## config.mk

```make
export PLATFORM = sky130hd
export DESIGN_NAME = tsense_ctrl
export DESIGN_NICKNAME = d
export VERILOG_FILES = /design/src/hw/tsense_pkg.sv /design/src/hw/tsense_ctrl.sv
export VERILOG_INCLUDE_DIRS = /design/src /design/src/hw
export SDC_FILE = /design/constraint.sdc
export NUM_CORES = 1
export LEC_CHECK = 0
export BUFFER_PORTS_ARGS = -buffer_cell sky130_fd_sc_hd__buf_2
export CORE_AREA = 2 2 137 99
export DETAILED_ROUTE_END_ITERATION = 10
export DIE_AREA = 0 0 139 101
export PLACE_DENSITY = 0.74
export SETUP_SLACK_MARGIN = 0.1
export SLEW_MARGIN = 20
export SYNTH_ARGS = -nofsm -noshare
export SYNTH_HDL_FRONTEND = slang
export SYNTH_SLANG_ARGS = --single-unit
```

## constraint.sdc

```tcl
create_clock -name CLK_SYS -period 1.8 [get_ports CLK_SYS]
set_input_delay 0.09 -clock CLK_SYS [delete_from_list [all_inputs] [get_ports CLK_SYS]]
set_output_delay 0.09 -clock CLK_SYS [all_outputs]
set_load 0.1 [all_outputs]
```

## src/hw/tsense_map.svh

```systemverilog
// Register map, field positions and timing constants of the thermometer control block
// Operation
// - Status read clears flags; persisting faults reassert
// - Status read leaves alert latch untouched
// - Config bit 7 masks all alert assertions
// - Config bit 6 stops conversion, enters standby
// - Status bit 7 shows conversion busy
// - Status bits 6..3 show four limit alarms
// - Status bit 2 shows open remote diode
// - Status bits 1 and 0 read zero
// - Limit and fault flags sticky, reset to zero
// - Rate code 0..7 doubles from 0.0625 Hz; code 7 converts only at the code 6 rate, as a conversion outlasts its interval
// - Rate byte resets to 0.25 Hz code
// - Only three low rate bits are decoded
// - Interval timer within a quarter of nominal
// - Results valid one conversion time after start
// - One-shot during conversion is ignored
// - Rate change restarts interval to new period
// - Identity registers read code, high byte zero
// - One slave address from nine strap values
// - Straps sampled only at reset and software reset
// - Also answer the alert response address
// - Threshold reached sets flag and raises alert
// - Alert latch cleared by alert response read or software reset
`ifndef TSENSE_MAP_SVH
`define TSENSE_MAP_SVH
`define CMD_RD_LOCAL 8'h00
`define CMD_RD_REMOTE 8'h01
`define CMD_RD_STATUS 8'h02
`define CMD_RD_CONFIG 8'h03
`define CMD_RD_RATE 8'h04
`define CMD_WR_CONFIG 8'h09
`define CMD_WR_RATE 8'h0A
`define CMD_ONE_SHOT 8'h0F
`define CMD_SW_RESET 8'hFC
`define CMD_RD_MAKER 8'hFE
`define CMD_RD_PART 8'hFF
`define CFG_MASK_BIT 7
`define CFG_STOP_BIT 6
`define CFG_RESET 8'h00
`define RATE_RESET 8'h02
`define RATE_CODE_W 3
`define ST_BUSY_BIT 7
`define ST_LHI_BIT 6
`define ST_LLO_BIT 5
`define ST_RHI_BIT 4
`define ST_RLO_BIT 3
`define ST_OPEN_BIT 2
`define ALERT_RESP_ADDR 7'h0C
`define CLK_HZ 10000000
`define TICK_HZ 16
`define TICK_DIV (`CLK_HZ / `TICK_HZ)
`define SLOWEST_TICKS 256
`define CONV_TIME_MS 125
`define CONV_CYCLES ((`CONV_TIME_MS * `CLK_HZ) / 1000)
`endif

```

## src/hw/tsense_pkg.sv

```systemverilog
// Types shared by the thermometer control block
package tsense_pkg;
   typedef enum logic [1:0] {CONV_IDLE = 2'b00, CONV_RUN = 2'b01, CONV_DONE = 2'b10} conv_state_e;
   typedef logic [7:0] byte_t;
endpackage : tsense_pkg

```

## src/hw/tsense_ctrl.sv

```systemverilog
// Configuration, status, rate timer and address latch of the thermometer
`timescale 1ns/1ps
`include "tsense_map.svh"
module tsense_ctrl
   import tsense_pkg::*;
#(
   parameter int TICK_DIV = `TICK_DIV,
   parameter int CONV_CYCLES = `CONV_CYCLES,
   parameter logic [7:0] MAKER_CODE = 8'h5A, // Arbitrary value
   parameter logic [7:0] PART_CODE = 8'hA5 // Arbitrary value
)
(
   input wire logic CLK_SYS,
   input wire logic RST_N,
   input wire logic CMD_VALID,
   input wire logic [7:0] CMD_CODE,
   input wire logic [7:0] CMD_WDATA,
   output logic [15:0] RD_DATA,
   input wire logic ARA_READ,
   input wire logic HW_STANDBY_PIN,
   input wire logic [1:0] ADDRESS_STRAP_A,
   input wire logic [1:0] ADDRESS_STRAP_B,
   input wire logic CONV_OK,
   input wire logic LOCAL_OVER,
   input wire logic LOCAL_UNDER,
   input wire logic REMOTE_OVER,
   input wire logic REMOTE_UNDER,
   input wire logic DIODE_OPEN,
   input wire logic [7:0] LOCAL_SAMPLE,
   input wire logic [7:0] REMOTE_SAMPLE,
   output logic [7:0] LOCAL_TEMP_RESULT,
   output logic [7:0] REMOTE_TEMP_RESULT,
   output logic CONV_BUSY,
   output logic [6:0] SLAVE_ADDR,
   output logic [6:0] ALERT_RESP_ADDR,
   output logic ALERT_N_O,
   output logic ALERT_N_OE
);
   // Synchronisers for pin inputs
   logic [1:0] hw_standby_pin_s_r;
   logic [1:0] strap_a_s1_r;
   logic [1:0] strap_a_s2_r;
   logic [1:0] strap_b_s1_r;
   logic [1:0] strap_b_s2_r;
   logic [4:0] flt_s1_r;
   logic [4:0] flt_s2_r;
   always_ff @(posedge CLK_SYS or negedge RST_N)
   begin
      if (!RST_N)
      begin
         hw_standby_pin_s_r <= 2'h0;
         strap_a_s1_r <= 2'h0;
         strap_a_s2_r <= 2'h0;
         strap_b_s1_r <= 2'h0;
         strap_b_s2_r <= 2'h0;
         flt_s1_r <= 5'h00;
         flt_s2_r <= 5'h00;
      end
      else
      begin
         hw_standby_pin_s_r <= {hw_standby_pin_s_r[0], HW_STANDBY_PIN};
         strap_a_s1_r <= ADDRESS_STRAP_A;
         strap_a_s2_r <= strap_a_s1_r;
         strap_b_s1_r <= ADDRESS_STRAP_B;
         strap_b_s2_r <= strap_b_s1_r;
         flt_s1_r <= {LOCAL_OVER, LOCAL_UNDER, REMOTE_OVER, REMOTE_UNDER, DIODE_OPEN};
         flt_s2_r <= flt_s1_r;
      end
   end
   wire logic hw_standby_pin = hw_standby_pin_s_r[1];

   // Command decode
   wire logic wr_cfg = CMD_VALID && (CMD_CODE == `CMD_WR_CONFIG);
   wire logic wr_rate = CMD_VALID && (CMD_CODE == `CMD_WR_RATE);
   wire logic rd_status = CMD_VALID && (CMD_CODE == `CMD_RD_STATUS);
   wire logic one_shot = CMD_VALID && (CMD_CODE == `CMD_ONE_SHOT);
   wire logic sw_reset = CMD_VALID && (CMD_CODE == `CMD_SW_RESET);

   logic [7:0] cfg_r;
   logic [7:0] rate_r;
   always_ff @(posedge CLK_SYS or negedge RST_N)
   begin
      if (!RST_N)
      begin
         cfg_r <= `CFG_RESET;
         rate_r <= `RATE_RESET;
      end
      else if (sw_reset)
      begin
         cfg_r <= `CFG_RESET;
         rate_r <= `RATE_RESET;
      end
      else
      begin
         if (wr_cfg)
            cfg_r <= {CMD_WDATA[7:6], 6'h00};
         if (wr_rate)
            rate_r <= CMD_WDATA;
      end
   end
   wire logic mask_alert = cfg_r[`CFG_MASK_BIT];
   wire logic sw_stop = cfg_r[`CFG_STOP_BIT];
   wire logic standby = sw_stop || hw_standby_pin;
   wire logic [`RATE_CODE_W-1:0] rate_code = rate_r[`RATE_CODE_W-1:0];

   // Divider gives a 16 Hz tick, exact so well inside a quarter of nominal
   logic [23:0] div_r;
   logic tick_r;
   wire logic div_end = (div_r == 24'(TICK_DIV - 1));
   always_ff @(posedge CLK_SYS or negedge RST_N)
   begin
      if (!RST_N)
      begin
         div_r <= 24'h000000;
         tick_r <= 1'b0;
      end
      else
      begin
         div_r <= div_end ? 24'h000000 : div_r + 24'h000001;
         tick_r <= div_end;
      end
   end

   // Interval in ticks: 256 at code 0 halving per code
   wire logic [8:0] interval = 9'(`SLOWEST_TICKS) >> rate_code;

   conv_state_e state_r;
   conv_state_e state_nxt;
   logic [8:0] ival_r;
   logic [23:0] conv_cnt_r;
   logic hw_standby_pin_d_r;
   logic shot_r;
   wire logic ival_hit = tick_r && (ival_r >= interval - 9'h001);
   wire logic hw_standby_pin_fall = hw_standby_pin_d_r && !standby;
   wire logic idle = (state_r == CONV_IDLE);
   wire logic start_req = idle && ((!standby && (ival_hit || hw_standby_pin_fall)) || one_shot);
   wire logic conv_end = (state_r == CONV_RUN) && (conv_cnt_r == 24'(CONV_CYCLES - 1));

   always_comb
   begin
      state_nxt = state_r;
      case (state_r)
         CONV_IDLE: if (start_req) state_nxt = CONV_RUN;
         CONV_RUN:
         begin
            if (sw_stop && !shot_r)
               state_nxt = CONV_IDLE;
            else if (conv_end)
               state_nxt = CONV_DONE;
         end
         CONV_DONE: state_nxt = CONV_IDLE;
         default: state_nxt = CONV_IDLE;
      endcase
   end

   always_ff @(posedge CLK_SYS or negedge RST_N)
   begin
      if (!RST_N)
      begin
         state_r <= CONV_RUN; // Power-up starts a conversion
         hw_standby_pin_d_r <= 1'b0;
      end
      else
      begin
         state_r <= state_nxt;
         hw_standby_pin_d_r <= standby;
      end
   end

   // One-shot conversion runs to its end even in software standby
   always_ff @(posedge CLK_SYS or negedge RST_N)
   begin
      if (!RST_N)
         shot_r <= 1'b0;
      else if (idle)
         shot_r <= start_req && one_shot;
   end

   always_ff @(posedge CLK_SYS or negedge RST_N)
   begin
      if (!RST_N)
         conv_cnt_r <= 24'h000000;
      else
         conv_cnt_r <= (state_r == CONV_RUN && !conv_end) ? conv_cnt_r + 24'h000001 : 24'h000000;
   end

   always_ff @(posedge CLK_SYS or negedge RST_N)
   begin
      if (!RST_N)
         ival_r <= 9'h000;
      else if (wr_rate || start_req || sw_reset)
         ival_r <= 9'h000;
      else if (ival_hit)
         ival_r <= 9'h000;
      else if (tick_r)
         ival_r <= ival_r + 9'h001;
   end

   // Results and flags update at the end of a conversion
   wire logic done = (state_r == CONV_DONE) && CONV_OK;
   wire logic [4:0] fault_now = flt_s2_r;
   logic [4:0] flags_r;
   wire logic [4:0] flag_set = done ? fault_now : 5'h00;
   always_ff @(posedge CLK_SYS or negedge RST_N)
   begin
      if (!RST_N)
         flags_r <= 5'h00;
      else if (sw_reset)
         flags_r <= 5'h00;
      else if (rd_status)
         flags_r <= flag_set | fault_now;
      else
         flags_r <= flags_r | flag_set;
   end

   always_ff @(posedge CLK_SYS or negedge RST_N)
   begin
      if (!RST_N)
      begin
         LOCAL_TEMP_RESULT <= 8'h00;
         REMOTE_TEMP_RESULT <= 8'h00;
      end
      else if (done)
      begin
         LOCAL_TEMP_RESULT <= LOCAL_SAMPLE;
         REMOTE_TEMP_RESULT <= REMOTE_SAMPLE;
      end
   end

   // Alert latch, set on new flags, cleared by alert response read or software reset
   logic alert_r;
   always_ff @(posedge CLK_SYS or negedge RST_N)
   begin
      if (!RST_N)
         alert_r <= 1'b0;
      else if ((|flag_set) && !mask_alert)
         alert_r <= 1'b1;
      else if (ARA_READ || sw_reset)
         alert_r <= 1'b0;
   end

   // Strap decode: 0 low, 1 open, 2 or 3 high
   wire logic strap_a_gnd = (strap_a_s2_r == 2'h0);
   wire logic strap_a_open = (strap_a_s2_r == 2'h1);
   wire logic [3:0] addr_hi = strap_a_gnd ? 4'h3 : strap_a_open ? 4'h5 : 4'h9;
   wire logic [2:0] addr_lo_base = strap_a_gnd ? 3'h0 : strap_a_open ? 3'h1 : 3'h4;
   wire logic [2:0] addr_lo_ofs = strap_b_s2_r[1] ? 3'h2 : {2'h0, strap_b_s2_r[0]};
   wire logic [2:0] addr_lo = addr_lo_base + addr_lo_ofs;
   wire logic [6:0] strap_addr = {addr_hi, addr_lo};

   logic [1:0] samp_r;
   logic [6:0] addr_r;
   always_ff @(posedge CLK_SYS or negedge RST_N)
   begin
      if (!RST_N)
         samp_r <= 2'h3;
      else if (sw_reset)
         samp_r <= 2'h3;
      else if (samp_r != 2'h0)
         samp_r <= samp_r - 2'h1;
   end
   always_ff @(posedge CLK_SYS or negedge RST_N)
   begin
      if (!RST_N)
         addr_r <= 7'h00;
      else if (samp_r == 2'h1)
         addr_r <= strap_addr;
   end

   // Read mux
   wire logic [7:0] status = {state_r != CONV_IDLE, flags_r, 2'b00};
   logic [7:0] rd_byte;
   always_comb
   begin
      case (CMD_CODE)
         `CMD_RD_LOCAL: rd_byte = LOCAL_TEMP_RESULT;
         `CMD_RD_REMOTE: rd_byte = REMOTE_TEMP_RESULT;
         `CMD_RD_STATUS: rd_byte = status;
         `CMD_RD_CONFIG: rd_byte = cfg_r;
         `CMD_RD_RATE: rd_byte = rate_r;
         `CMD_RD_MAKER: rd_byte = MAKER_CODE;
         `CMD_RD_PART: rd_byte = PART_CODE;
         default: rd_byte = 8'h00;
      endcase
   end
   always_ff @(posedge CLK_SYS or negedge RST_N)
   begin
      if (!RST_N)
         RD_DATA <= 16'h0000;
      else
         RD_DATA <= {8'h00, rd_byte};
   end

   always_ff @(posedge CLK_SYS or negedge RST_N)
   begin
      if (!RST_N)
         CONV_BUSY <= 1'b0;
      else
         CONV_BUSY <= (state_r != CONV_IDLE);
   end

   always_ff @(posedge CLK_SYS or negedge RST_N)
   begin
      if (!RST_N)
         SLAVE_ADDR <= 7'h00;
      else
         SLAVE_ADDR <= addr_r;
   end

   always_ff @(posedge CLK_SYS or negedge RST_N)
   begin
      if (!RST_N)
         ALERT_RESP_ADDR <= 7'h00;
      else
         ALERT_RESP_ADDR <= `ALERT_RESP_ADDR;
   end

   // Open-drain alert: level always low, enable low drives the pin
   always_ff @(posedge CLK_SYS or negedge RST_N)
   begin
      if (!RST_N)
      begin
         ALERT_N_O <= 1'b0;
         ALERT_N_OE <= 1'b1;
      end
      else
      begin
         ALERT_N_O <= 1'b0;
         ALERT_N_OE <= !alert_r;
      end
   end
endmodule : tsense_ctrl

```

==> summary.md, run 1 <==
| Metric | Value |
|---|---|
| CP max FO | 5 |
| Drt drc | 0 |
| Final critical-path required period | between 1.5 and 2 ns |
| Maximum vdd drop | around 0.0014 V |
| Arrival @ worst endpoint | around 2.3 ns |
| Maxcap violations | 0 |
| Total Wirelength | 15,790 µm |
| CP Capture Type | flip-flop |
| Maximum clock path buffer count | 2 |
| Failing checks | negative setup slack |
| Async S/R FF share, synth | 100.0% |
| CTS tree | done |
| Die W | around 140 µm |
| CTS Buf Count | 17 |
| Vias | just under 5,000 |
| Pins Over Slew Limit | 0 |
| Post-synth EDFFs | 0 |
| Critical R2R Launch | rate_r[1]$_DFFE_PN1P_ |
| Antenna violations before repair | 0 |
| Root buffer cell | clkbuf_16 |
| Area grow syn2layout | 41.17% |
| Worst-Skew Late Latency | about 0.43 ns |
| Hold Path Class | primary input to flip-flop |
| Antenna Cells | 0 |
| Hold path startpoint | CMD_VALID |
| Post-detailed-route wirelength per cell | ~17 µm |
| Synthesized area | around 6300 µm² |
| IO Pins | 96 |
| Leakage | between 4 and 5 nW |
| Placed instance count | between 800 and 900 |
| Warning count from the yosys run | 0 |
| Hold Fails Final Rpt | 0 |
| Sequential fraction of the synthesis area | a little under three fifths |
| # port buffers | 81 |
| Flop2flop setup slack | -0.16 ns |
| Total grt overflow | 0 |
| Vert. Die Dim | just over 100 µm |
| Place WS | -0.1875 ns |
| Nets | between 800 and 900 |
| Clock transition at path regs | around 0.06 ns |
| Worst Hold Path EP | samp_r[0]$_DFFE_PN1P_ |
| Total chip power | 9.403 mW |
| WP data required | between 2 and 2.5 ns |
| Worst R2R Path Depth | 8 |
| Primary FF master, synth | dfrtp_1 |
| H-tree levels | 4 |
| P per Cell Area | about 1100 nW/µm² |
| Fillers | about 860 |
| Outcome | complete, but fails checks |
| Fin crit share | 108.8% |
| Dpl hpwl | 9390 µm |
| CTS sink cnt | approximately 140 |
| Setup WS post-layout | -0.1585 ns |
| Unrepaired setup endpoints after global routing | true |
| Non-Filler Instances | just over 900 |
| 1st-iter DRT viols | ~290 |
| Global Route Usage Sum | between 20% and 30% |
| Core area | between 10,000 and 15,000 µm² |
| Routability Congestion | about 0.85 |
| Drt pass-1 iters | 4 |
| Setup violations, final | 34 |
| ANT nets after route | 0 |
| Die ar. | between 10,000 and 15,000 µm² |
| Hold-critical path depth | 3 |
| Utilization after layout | between 60% and 70% |
| FF-to-FF End | ival_r[1]$_DFFE_PN0P_ |
| Startpoint Class | flip-flop |
| Layout cells sized above 1 | between 30% and 40% |
| Setup Skew | 0.007694 ns |
| Num rows | 35 |
| Largest net degree at the start of global routing | 46 |
| #FFs+latches synth | 141 |
| First-pass GRT wire length | about 25,000 µm |
| Cells after Synth | approximately 550 |
| CP Class | flip-flop to flip-flop |
| Mapped Avg Cell Area | between 10 and 15 µm² |
| Initial Util | between 40% and 50% |
| Fmax | ~0.51 GHz |
| Number of global-route vias before repair | between 5,000 and 6,000 |
| Count of cell types in the netlist | 57 |
| Vias per inst | ~5.3 |
[how the worst max path moves through the flow]
| stage | start | to |
|---|---|---|
| global placement | rate_r[1]$_DFFE_PN1P_ | ival_r[0]$_DFFE_PN0P_ |
| floorplan | conv_cnt_r[0]$_DFF_PN0_ | conv_cnt_r[16]$_DFF_PN0_ |
| CTS | rate_r[1]$_DFFE_PN1P_ | ival_r[1]$_DFFE_PN0P_ |
| finish | rate_r[1]$_DFFE_PN1P_ | ival_r[1]$_DFFE_PN0P_ |
| global route | rate_r[1]$_DFFE_PN1P_ | ival_r[7]$_DFFE_PN0P_ |
| detailed placement | rate_r[1]$_DFFE_PN1P_ | ival_r[0]$_DFFE_PN0P_ |
[cell usage after synthesis, types with 4 or more instances]
cell type,number,area [µm²]
ha_1,15,187.7
dfstp_2,5,131.4
nor3_1,14,70.07
nand2b_1,4,25.02
nand4_1,15,93.84
buf_4,15,112.6
nor4_1,9,56.30
or3_1,4,25.02
o21ai_1,10,50.05
a221oi_1,4,35.03
or4_1,4,30.03
mux2_1,9,101.4
nand3_1,23,115.1
nor2b_1,8,50.05
mux2i_1,18,180.2
and3_1,8,50.05
dfrtp_1,136,3403
xnor2_1,29,254.0
nand2_1,31,116.4
a21oi_1,11,55.05
nor2_1,71,266.5
o21ai_0,5,25.02
clkbuf_1,13,48.80
mux2_2,13,146.4
xor2_1,16,140.1
and4_1,5,43.79
a22oi_1,5,37.54
inv_1,12,45.04
[cells by family (layout without fill, tap and decap cells)]
kind of cell               Yosys count  after routing  synth area share [%]
AOI/OAI and AO/OA                   51             51                 5.416
and+or+nand+nor                    212            212                 17.57
DFF                                141            141                 56.45
buffers and inverters               43            231                 3.597
adders and majority gates           15             15                 2.998
muxes                               42             42                 7.554
other                                2             16                0.1199
xor gates and xnor gates            45             45                 6.295
[per-stage QoR]
| step | hold slack [ns] | instance area [µm²] | TNS, ns |
|---|---|---|---|
| after floorplan | -0.2056 | 6390 | -0.3999 |
| after global placement | 0.04226 | 7191 | -1.509 |
| after detailed placement | 0.04749 | 7191 | -3.882 |
| after CTS | 0.06720 | 8482 | -0.7608 |
| after global routing | 0.09288 | 8838 | -5.935 |
| final | 0.06409 | 8838 | -3.733 |
[flip-flops by register name, summed over array words and instances, names as in the netlist, 5 cells and up]
register and count:
RD_DATA 8, div_r 24, rate_r 8, fault_now 5, conv_cnt_r 24, flt_s1_r 5
ival_r 9, SLAVE_ADDR 7, REMOTE_TEMP_RESULT 8, LOCAL_TEMP_RESULT 8, flags_r 5, addr_r 7
[per-layer routing]
layer / global-route usage [%] / part of all wire (%) / wire length, µm / vias up
met1: 28.91 / 44 / 6918 / 2434
met2: 37.48 / 50 / 7942 / 146
met5: 0 / 0 / 0 / -
met3: 5.368 / 4.3 / 679 / 23
li1: - / - / - / 2289
met4: 7.226 / 1.6 / 250 / 0
[where the power goes]
group	total [mW]	switching [mW]	internal (mW)
logic	2.34	1.52	0.823
registers	3.75	0.237	3.51
clock network	3.31	1.51	1.80
[repair_timing]
item | in CTS | in global routing
hold buffers | 36 | 0
buffers inserted | 10 | 12
pin swaps | 26 | 32
gates cloned | 3 | 0
setup endpoints to repair | 46 | 43
gates resized for setup | 67 | 60
endpoints found under the hold margin | 151 | 0
[placed cells by master (no fill, tap or decap), types with 6 or more instances in the layout]
cell type and instances:
dfrtp_1 130, buf_2 81, buf_4 55, nor2_1 42, dlygate4sd3_1 36, nand2_1 29, xnor2_1 27, nand3_1 19
mux2i_1 18, nor2_4 17, clkbuf_16 17, conb_1 16, xor2_1 16, nand4_1 15, mux2_2 13, inv_1 12
nor2_2 12, o21ai_1 10, ha_1 10, mux2_1 9, nor3_1 8, and3_1 7, buf_6 7, dfrtp_2 6
nor2b_1 6, inv_6 6
[cell type report]
| cell class | instances | area [µm²] | share of cell area (%) |
|---|---|---|---|
| Clock inverter | 15 | 126.4 | 1.430 |
| Tap cell | 166 | 207.7 | 2.350 |
| Sequential cell | 141 | 3542 | 40.08 |
| Inverter | 13 | 48.80 | 0.5521 |
| Clock buffer | 17 | 425.4 | 4.813 |
| Multi-Input combinational cell | 381 | 3100 | 35.08 |
| Timing Repair Buffer | 186 | 1388 | 15.70 |
[worst max-delay path, cell delays in order (launching register included)]
cell and delay, ns:
dfstp_2 0.58, and3_4 0.20, ha_4 0.20, a21oi_2 0.16, nor2_2 0.08, buf_4 0.14
o31ai_4 0.24, a32oi_1 0.13, a211oi_1 0.16
(Power assumes the default switching activity.)
==> run 2: changes to the inputs <==
--- a/config.mk
+++ b/config.mk
@@ -6,11 +6,12 @@
 export SDC_FILE = /design/constraint.sdc
 export NUM_CORES = 1
 export LEC_CHECK = 0
+export ABC_AREA = 1
 export BUFFER_PORTS_ARGS = -buffer_cell sky130_fd_sc_hd__buf_2
-export CORE_AREA = 2 2 137 99
+export CORE_AREA = 2 2 141 102
 export DETAILED_ROUTE_END_ITERATION = 10
-export DIE_AREA = 0 0 139 101
-export PLACE_DENSITY = 0.74
+export DIE_AREA = 0 0 143 104
+export PLACE_DENSITY = 0.73
 export SETUP_SLACK_MARGIN = 0.1
 export SLEW_MARGIN = 20
 export SYNTH_ARGS = -nofsm -noshare
==> summary.md, run 2 <==
| Metric | Value |
|---|---|
| Largest net degree at the start of global routing | 57 |
| Yosys top cell by area | dfrtp_1 |
| 1st-iter DRT viols | about 360 |
| Top delay family on crit path | simple AND/OR/NAND/NOR gates |
| Vias | roughly 5,500 |
| Setup Skew | a little over 0.008 ns |
| Fin crit share | 113.1% |
| Maximum vdd drop | about 0.00085 V |
| Worst path max stage delay | 0.60 ns |
| Total Wirelength | between 15,000 and 20,000 µm |
| Power share of the sequential group | approximately 41% |
| Synthesized area | approximately 6600 µm² |
| Primary FF master, synth | dfrtp_1 |
| Dpl hpwl | slightly above 10,000 µm |
| Async S/R FF share, synth | between 90% and 100% |
| Post-detailed-route wirelength per cell | between 10 and 15 µm |
| Register Area | approximately 3500 µm² |
| Commonest non-fill, non-tap cell in the layout | nand2_1 |
| Cells after Synth | 751 |
| Clock power share | approximately 44% |
| Failing checks | negative setup slack |
| CTS Buf Count | 17 |
| Root buffer cell | clkbuf_16 |
| Internal power consumption | roughly 6 mW |
| #FFs+latches synth | ~140 |
| H-tree levels | 4 |
| Top-count cell post-synth | nand2_1 |
| Drt pass-1 iters | 5 |
| Drt drc | 0 |
| Crit-path cells | inv_2 -> o21ai_1 -> ha_1 -> nand2_1 -> nor2_2 -> nand3_1 -> nand3_2 -> nand2_4 -> nand2_2 -> nand2_1 -> nand2_1 -> nand2_2 -> nand2_2 -> nor2_1 |
| Antenna Cells | 0 |
| Most frequent cells in the layout | nand2_1, dfrtp_1, inv_1, buf_2, nor2_1 |
| IO Pins | 96 |
| Vert. Die Dim | 104 µm |
| Warning count from the yosys run | 0 |
| Antenna violations before repair | 0 |
| Fmax | around 0.5 GHz |
| Top flop regs | conv_cnt_r x24, div_r x24, ival_r x9 |
| CP bufs+invs | 1 |
| Routability Congestion | 0.8873 |
| Maxcap violations | 0 |
| CP Class | flip-flop to flip-flop |
| Fillers | 1,102 |
| Leakage | ~4.4 nW |
| WP data required | 2.15 ns |
| Outcome | complete, but fails checks |
| Mapped Avg Cell Area | 8.838 µm² |
| First-pass GRT wire length | ~25,000 µm |
| Final critical-path required period | slightly above 2 ns |
| Layout cells sized above 1 | between 20% and 30% |
| Pins Over Slew Limit | 0 |
| Die ar. | 14,870 µm² |
| Worst-Skew Late Latency | ~0.43 ns |
| Nets | slightly below 1,000 |
| CTS sink cnt | 141 |
| Comb pwr share | between 10% and 20% |
| Maximum clock path buffer count | 2 |
| Sequential fraction of the synthesis area | 53.25% |
| Placed instance count | 1,032 |
| Core area | around 14,000 µm² |
| Dominant cells by area after synthesis | dfrtp_1, nand2_1, inv_1 |
| Area grow syn2layout | 28.63% |
| # port buffers | 81 |
| Initial Util | between 40% and 50% |
| Hold slack | 0.03117 ns |
| P per Cell Area | between 900 and 1000 nW/µm² |
| Switching share of total power | around 29% |
| Number of global-route vias before repair | between 5,000 and 6,000 |
| Clock transition at path regs | around 0.06 ns |
| Die W | 143 µm |
| Vias per inst | roughly 5 |
| Total grt overflow | 0 |
| Global Route Usage Sum | between 20% and 30% |
| Commonest cells in the netlist | nand2_1, dfrtp_1, inv_1, nor2_1, nand3_1 |
| Post-synth EDFFs | 0 |
| Hold Path Class | primary input to flip-flop |
| NetSw | 2.474 mW |
| Setup violations, final | 10 |
| CTS tree | done |
| Non-Filler Instances | around 1,100 |
| Count of cell types in the netlist | 45 |
| Hold Fails Final Rpt | 0 |
| Num rows | 36 |
| Arrival @ worst endpoint | 2.38 ns |
| CP max FO | 4 |
| ANT nets after route | 0 |
| Share of the synthesized area in the top cell type | ~50% |
| Unrepaired setup endpoints after global routing | true |
| Multi-input gate area in the final layout | around 2800 µm² |
| Setup WS post-layout | -0.2351 ns |
| CP Capture Type | flip-flop |
| Slowest CP cell | dfstp_2 |
| Startpoint Class | flip-flop |
-- run 2: changes by cell type in the layout (fill, tap and decap cells not counted), sizes merged, moves of 12 or more --
cell   change
nand2    +158
nor2      +24
nand3     +17
mux2i     -18
a21oi     +12
mux2      -22
buf       -44
xnor2     -21
inv       +75
-- run 2: final timing paths --
check | depth (start not counted) | slack (ns) | endpoint | from
max | 14 | -0.24 | ival_r[4]$_DFFE_PN0P_ | rate_r[1]$_DFFE_PN1P_
min reg2reg | 0 | 0.35 | fault_now[1]$_DFF_PN0_ | flt_s1_r[1]$_DFF_PN0_
max reg2reg | 14 | -0.24 | ival_r[4]$_DFFE_PN0P_ | rate_r[1]$_DFFE_PN1P_
max in group asynchronous | 3 | 0.95 | ALERT_N_OE$_DFF_PN1_ | RST_N
min | 3 | 0.03 | samp_r[0]$_DFFE_PN1P_ | CMD_VALID
min in group asynchronous | 2 | 0.18 | conv_cnt_r[19]$_DFF_PN0_ | RST_N
-- run 2: cell type report --
type / count / share of cell area, %
flip-flops and latches: 141 / 41.41
well taps: 190 / 2.784
inverters: 93 / 4.132
multi-input cells: 511 / 32.68
clock inverters: 14 / 2.433
repair buffers: 142 / 11.53
clock buffers: 18 / 5.026
-- run 2: power groups by stage --
stage          clock (mW)  sequential (mW)  combinational, mW
2_1_floorplan           0             3.98              0.488
3_3_place_gp            0             3.56               1.17
3_5_place_dp            0             3.56               1.18
4_1_cts              3.82             3.51               1.25
5_1_grt              3.98             3.53               1.35
6_report             3.76             3.51               1.25
-- run 2: cell families after synthesis --
family          Yosys count  synth area share [%]
simple gates            392                 27.56
flops                   141                 53.25
buf+inv                 114                 7.427
compound gates           59                 5.127
xor+xnor                 28                 3.695
fa+ha+maj                15                 2.828
other cells               2                0.1131
-- run 2: metal layers --
| layer | share of wire [%] | track usage [%] |
|---|---|---|
| met1 | 49 | 30.77 |
| met2 | 45 | 31.72 |
| met3 | 4.9 | 5.755 |
| met4 | 0.85 | 5.587 |
| met5 | 0 | 0 |
-- run 2: timing repair --
item / CTS / global route
gates resized for setup: 8 / 30
gates cloned: 0 / 1
pin swaps: 2 / 11
setup endpoints to repair: 12 / 25
endpoints found under the hold margin: 83 / 0
setup buffers: 1 / 7
hold buffers: 36 / 0
-- run 2: worst min-delay path, cell delays in order --
cell and delay, ns:
buf_2 0.14, nand4_1 0.15, nand2_1 0.07
-- run 2: stage by stage --
| step | setup WS [ns] | util, % | TNS (ns) | total power, mW | cell area, µm² |
|---|---|---|---|---|---|
| 2_1_floorplan | 0.007996 | - | 0 | 4.469 | 6705 |
| 3_3_place_gp | -0.09961 | 54.32 | -0.8148 | 4.729 | 7365 |
| 3_5_place_dp | -0.1854 | 54.32 | -1.490 | 4.744 | 7365 |
| 4_1_cts | -0.1526 | 61.93 | -1.267 | 8.576 | 8397 |
| 5_1_grt | -0.3857 | 62.98 | -3.537 | 8.858 | 8538 |
| 6_report | -0.2351 | 62.98 | -1.852 | 8.530 | 8538 |
==> run 3: changes to the inputs <==
==> constraint.sdc (replaced) <==
create_clock -name CLK_SYS -period 1.8 [get_ports CLK_SYS]
set_input_delay 0.27 -clock CLK_SYS [delete_from_list [all_inputs] [get_ports CLK_SYS]]
set_output_delay 0.27 -clock CLK_SYS [all_outputs]
set_load 0.1 [all_outputs]
==> summary.md, run 3 (synthesized netlist as in run 2, its figures left out) <==
| Metric | Value |
|---|---|
| First-pass GRT wire length | between 20,000 and 25,000 µm |
| Setup WS post-layout | -0.1851 ns |
| Top delay family on crit path | simple AND/OR/NAND/NOR gates |
| Maxcap violations | 0 |
| H-tree levels | 4 |
| 1st-iter DRT viols | approximately 350 |
| Failing checks | negative setup slack |
| Maximum clock path buffer count | 2 |
| Hold slack | 0.03612 ns |
| Commonest non-fill, non-tap cell in the layout | nand2_1 |
| Placed Area | 7372 µm² |
| Startpoint Class | flip-flop |
| Worst-Skew Late Latency | approximately 0.42 ns |
| Core area | between 10,000 and 15,000 µm² |
| Outcome | complete, but fails checks |
| CP max FO | 4 |
| CP Class | flip-flop to flip-flop |
| Global Route Usage Sum | around a fifth |
| CP Capture Type | flip-flop |
| Total grt overflow | 0 |
| Post-detailed-route wirelength per cell | between 10 and 15 µm |
| Initial Util | 48.96% |
| IO Pins | 96 |
| CTS tree | done |
| Antenna violations before repair | 0 |
| Num rows | 36 |
| Vert. Die Dim | approximately 100 µm |
| Slowest CP cell | dfstp_2 |
| Root buffer cell | clkbuf_16 |
| Setup violations, final | 10 |
| Die ar. | 14,870 µm² |
| # port buffers | 81 |
| Place WS | -0.2211 ns |
| WP data required | between 2 and 2.5 ns |
| Drt pass-1 iters | 5 |
| Worst path max stage delay | about 0.57 ns |
| P per Cell Area | about 970 nW/µm² |
| Nets | 949 |
| Largest net degree at the start of global routing | 55 |
| Drt drc | 0 |
| Final instance area | 8322 µm² |
| Most frequent cells in the layout | nand2_1, dfrtp_1, inv_1, buf_2, nor2_1 |
| Top flop regs | conv_cnt_r x24, div_r x24, ival_r x9 |
| Fin crit share | 110.3% |
| Setup Skew | between 0.007 and 0.008 ns |
| Arrival @ worst endpoint | 2.33 ns |
| Antenna Cells | 0 |
| CTS sink cnt | roughly 140 |
| Unrepaired setup endpoints after global routing | true |
| Routability Congestion | between 0.9 and 1 |
| Leakage | 4.330 nW |
| CP bufs+invs | 2 |
| Clock transition at path regs | 0.06 ns |
| Total Wirelength | 14,600 µm |
| ANT nets after route | 0 |
| Number of global-route vias before repair | approximately 5,000 |
| Layout cells sized above 1 | 25.36% |
| Vias | between 5,000 and 6,000 |
| Vias per inst | 4.850 |
| Die W | between 100 and 150 µm |
| Crit-path cells | nor2_2 -> nor2_1 -> ha_1 -> nand2_1 -> inv_1 -> nand2_1 -> nand2_1 -> nand2_1 -> nand3_2 -> nand2_4 -> nand2_2 -> nand2_2 -> nand2_2 -> nand2_4 -> buf_4 -> o21ai_0 |
| Dpl hpwl | 10,180 µm |
| Hold Path Class | primary input to flip-flop |
| Fmax | a little over 0.5 GHz |
| Maximum vdd drop | roughly 0.00075 V |
| Area grow syn2layout | 25.37% |
| Hold Fails Final Rpt | 0 |
| Final critical-path required period | slightly below 2 ns |
| Flop2flop setup slack | -0.19 ns |
| CTS Buf Count | 17 |
| Pins Over Slew Limit | 0 |
| CP most frequent cell | nand2_1 |
run 3: changes by cell type in the layout (fill, tap and decap cells not counted), sizes merged:
cell,delta
buf,+6
bufinv,-3
clkbuf,-1
clkinv,+1
clkinvlp,+1
dlygate4sd3,-25
inv,+1
run 3: path summary, 6_finish.rpt:
path,start,end,cells after the start
worst max-delay path,rate_r[1]$_DFFE_PN1P_,state_r[0]$_DFFE_PN1P_,16
worst min-delay path,REMOTE_SAMPLE[4],REMOTE_TEMP_RESULT[4]$_DFFE_PN0P_,3
worst max register to register,rate_r[1]$_DFFE_PN1P_,state_r[0]$_DFFE_PN1P_,16
worst min register to register,strap_a_s1_r[0]$_DFF_PN0_,strap_a_s2_r[0]$_DFF_PN0_,0
max in group asynchronous,RST_N,samp_r[1]$_DFFE_PN1P_,3
min in group asynchronous,RST_N,div_r[2]$_DFF_PN0_,2
run 3: repair_timing:
item / CTS / global route
setup buffers: 1 / 12
setup endpoints to repair: 13 / 26
cloned: 0 / 1
gates resized for setup: 11 / 43
hold buffers: 11 / 0
pin swaps: 3 / 14
hold endpoints to repair: 37 / 0
run 3: metrics by stage:
step                TNS, ns  cells  total power [mW]  util [%]
detailed placement   -1.744   1033             4.748     54.37
CTS                  -1.368   1076             8.130     59.64
floorplan                 0    765             4.469         -
global placement    -0.8593   1033             4.737     54.37
finish               -1.715   1089             8.075     61.38
global route         -2.928   1089             8.414     61.38
run 3: metal layers:
| metal | up-vias | share of wire [%] | global-route usage (%) |
|---|---|---|---|
| met1 | 2464 | 48 | 30.85 |
| li1 | 2666 | - | - |
| met5 | - | 0 | 0 |
| met2 | 139 | 45 | 29.29 |
| met3 | 13 | 5.5 | 5.064 |
| met4 | 0 | 0.77 | 4.809 |
run 3: final cells by class:
type                       instances  area (µm²)
clock buffer                      17       425.4
clock inverter                    14       135.1
fill                            1112        5236
inverter                          93       352.8
multi-input combinational        511        2846
sequential                       141        3537
tap                              190       237.7
timing repair buffer             123       787.0
run 3: report_power, final:
part	internal [mW]	switching, mW
sequential	3.40	0.105
clock	1.92	1.43
combinational	0.273	0.946
run 3: worst register-to-register path: cells and delay by family, from the launching register on:
family	cells	cell delay, ns
AOI/OAI and AO/OA	1	0.07
adders and majority gates	1	0.23
buffers and inverters	2	0.16
DFF	1	0.57
and+or+nand+nor	12	0.88
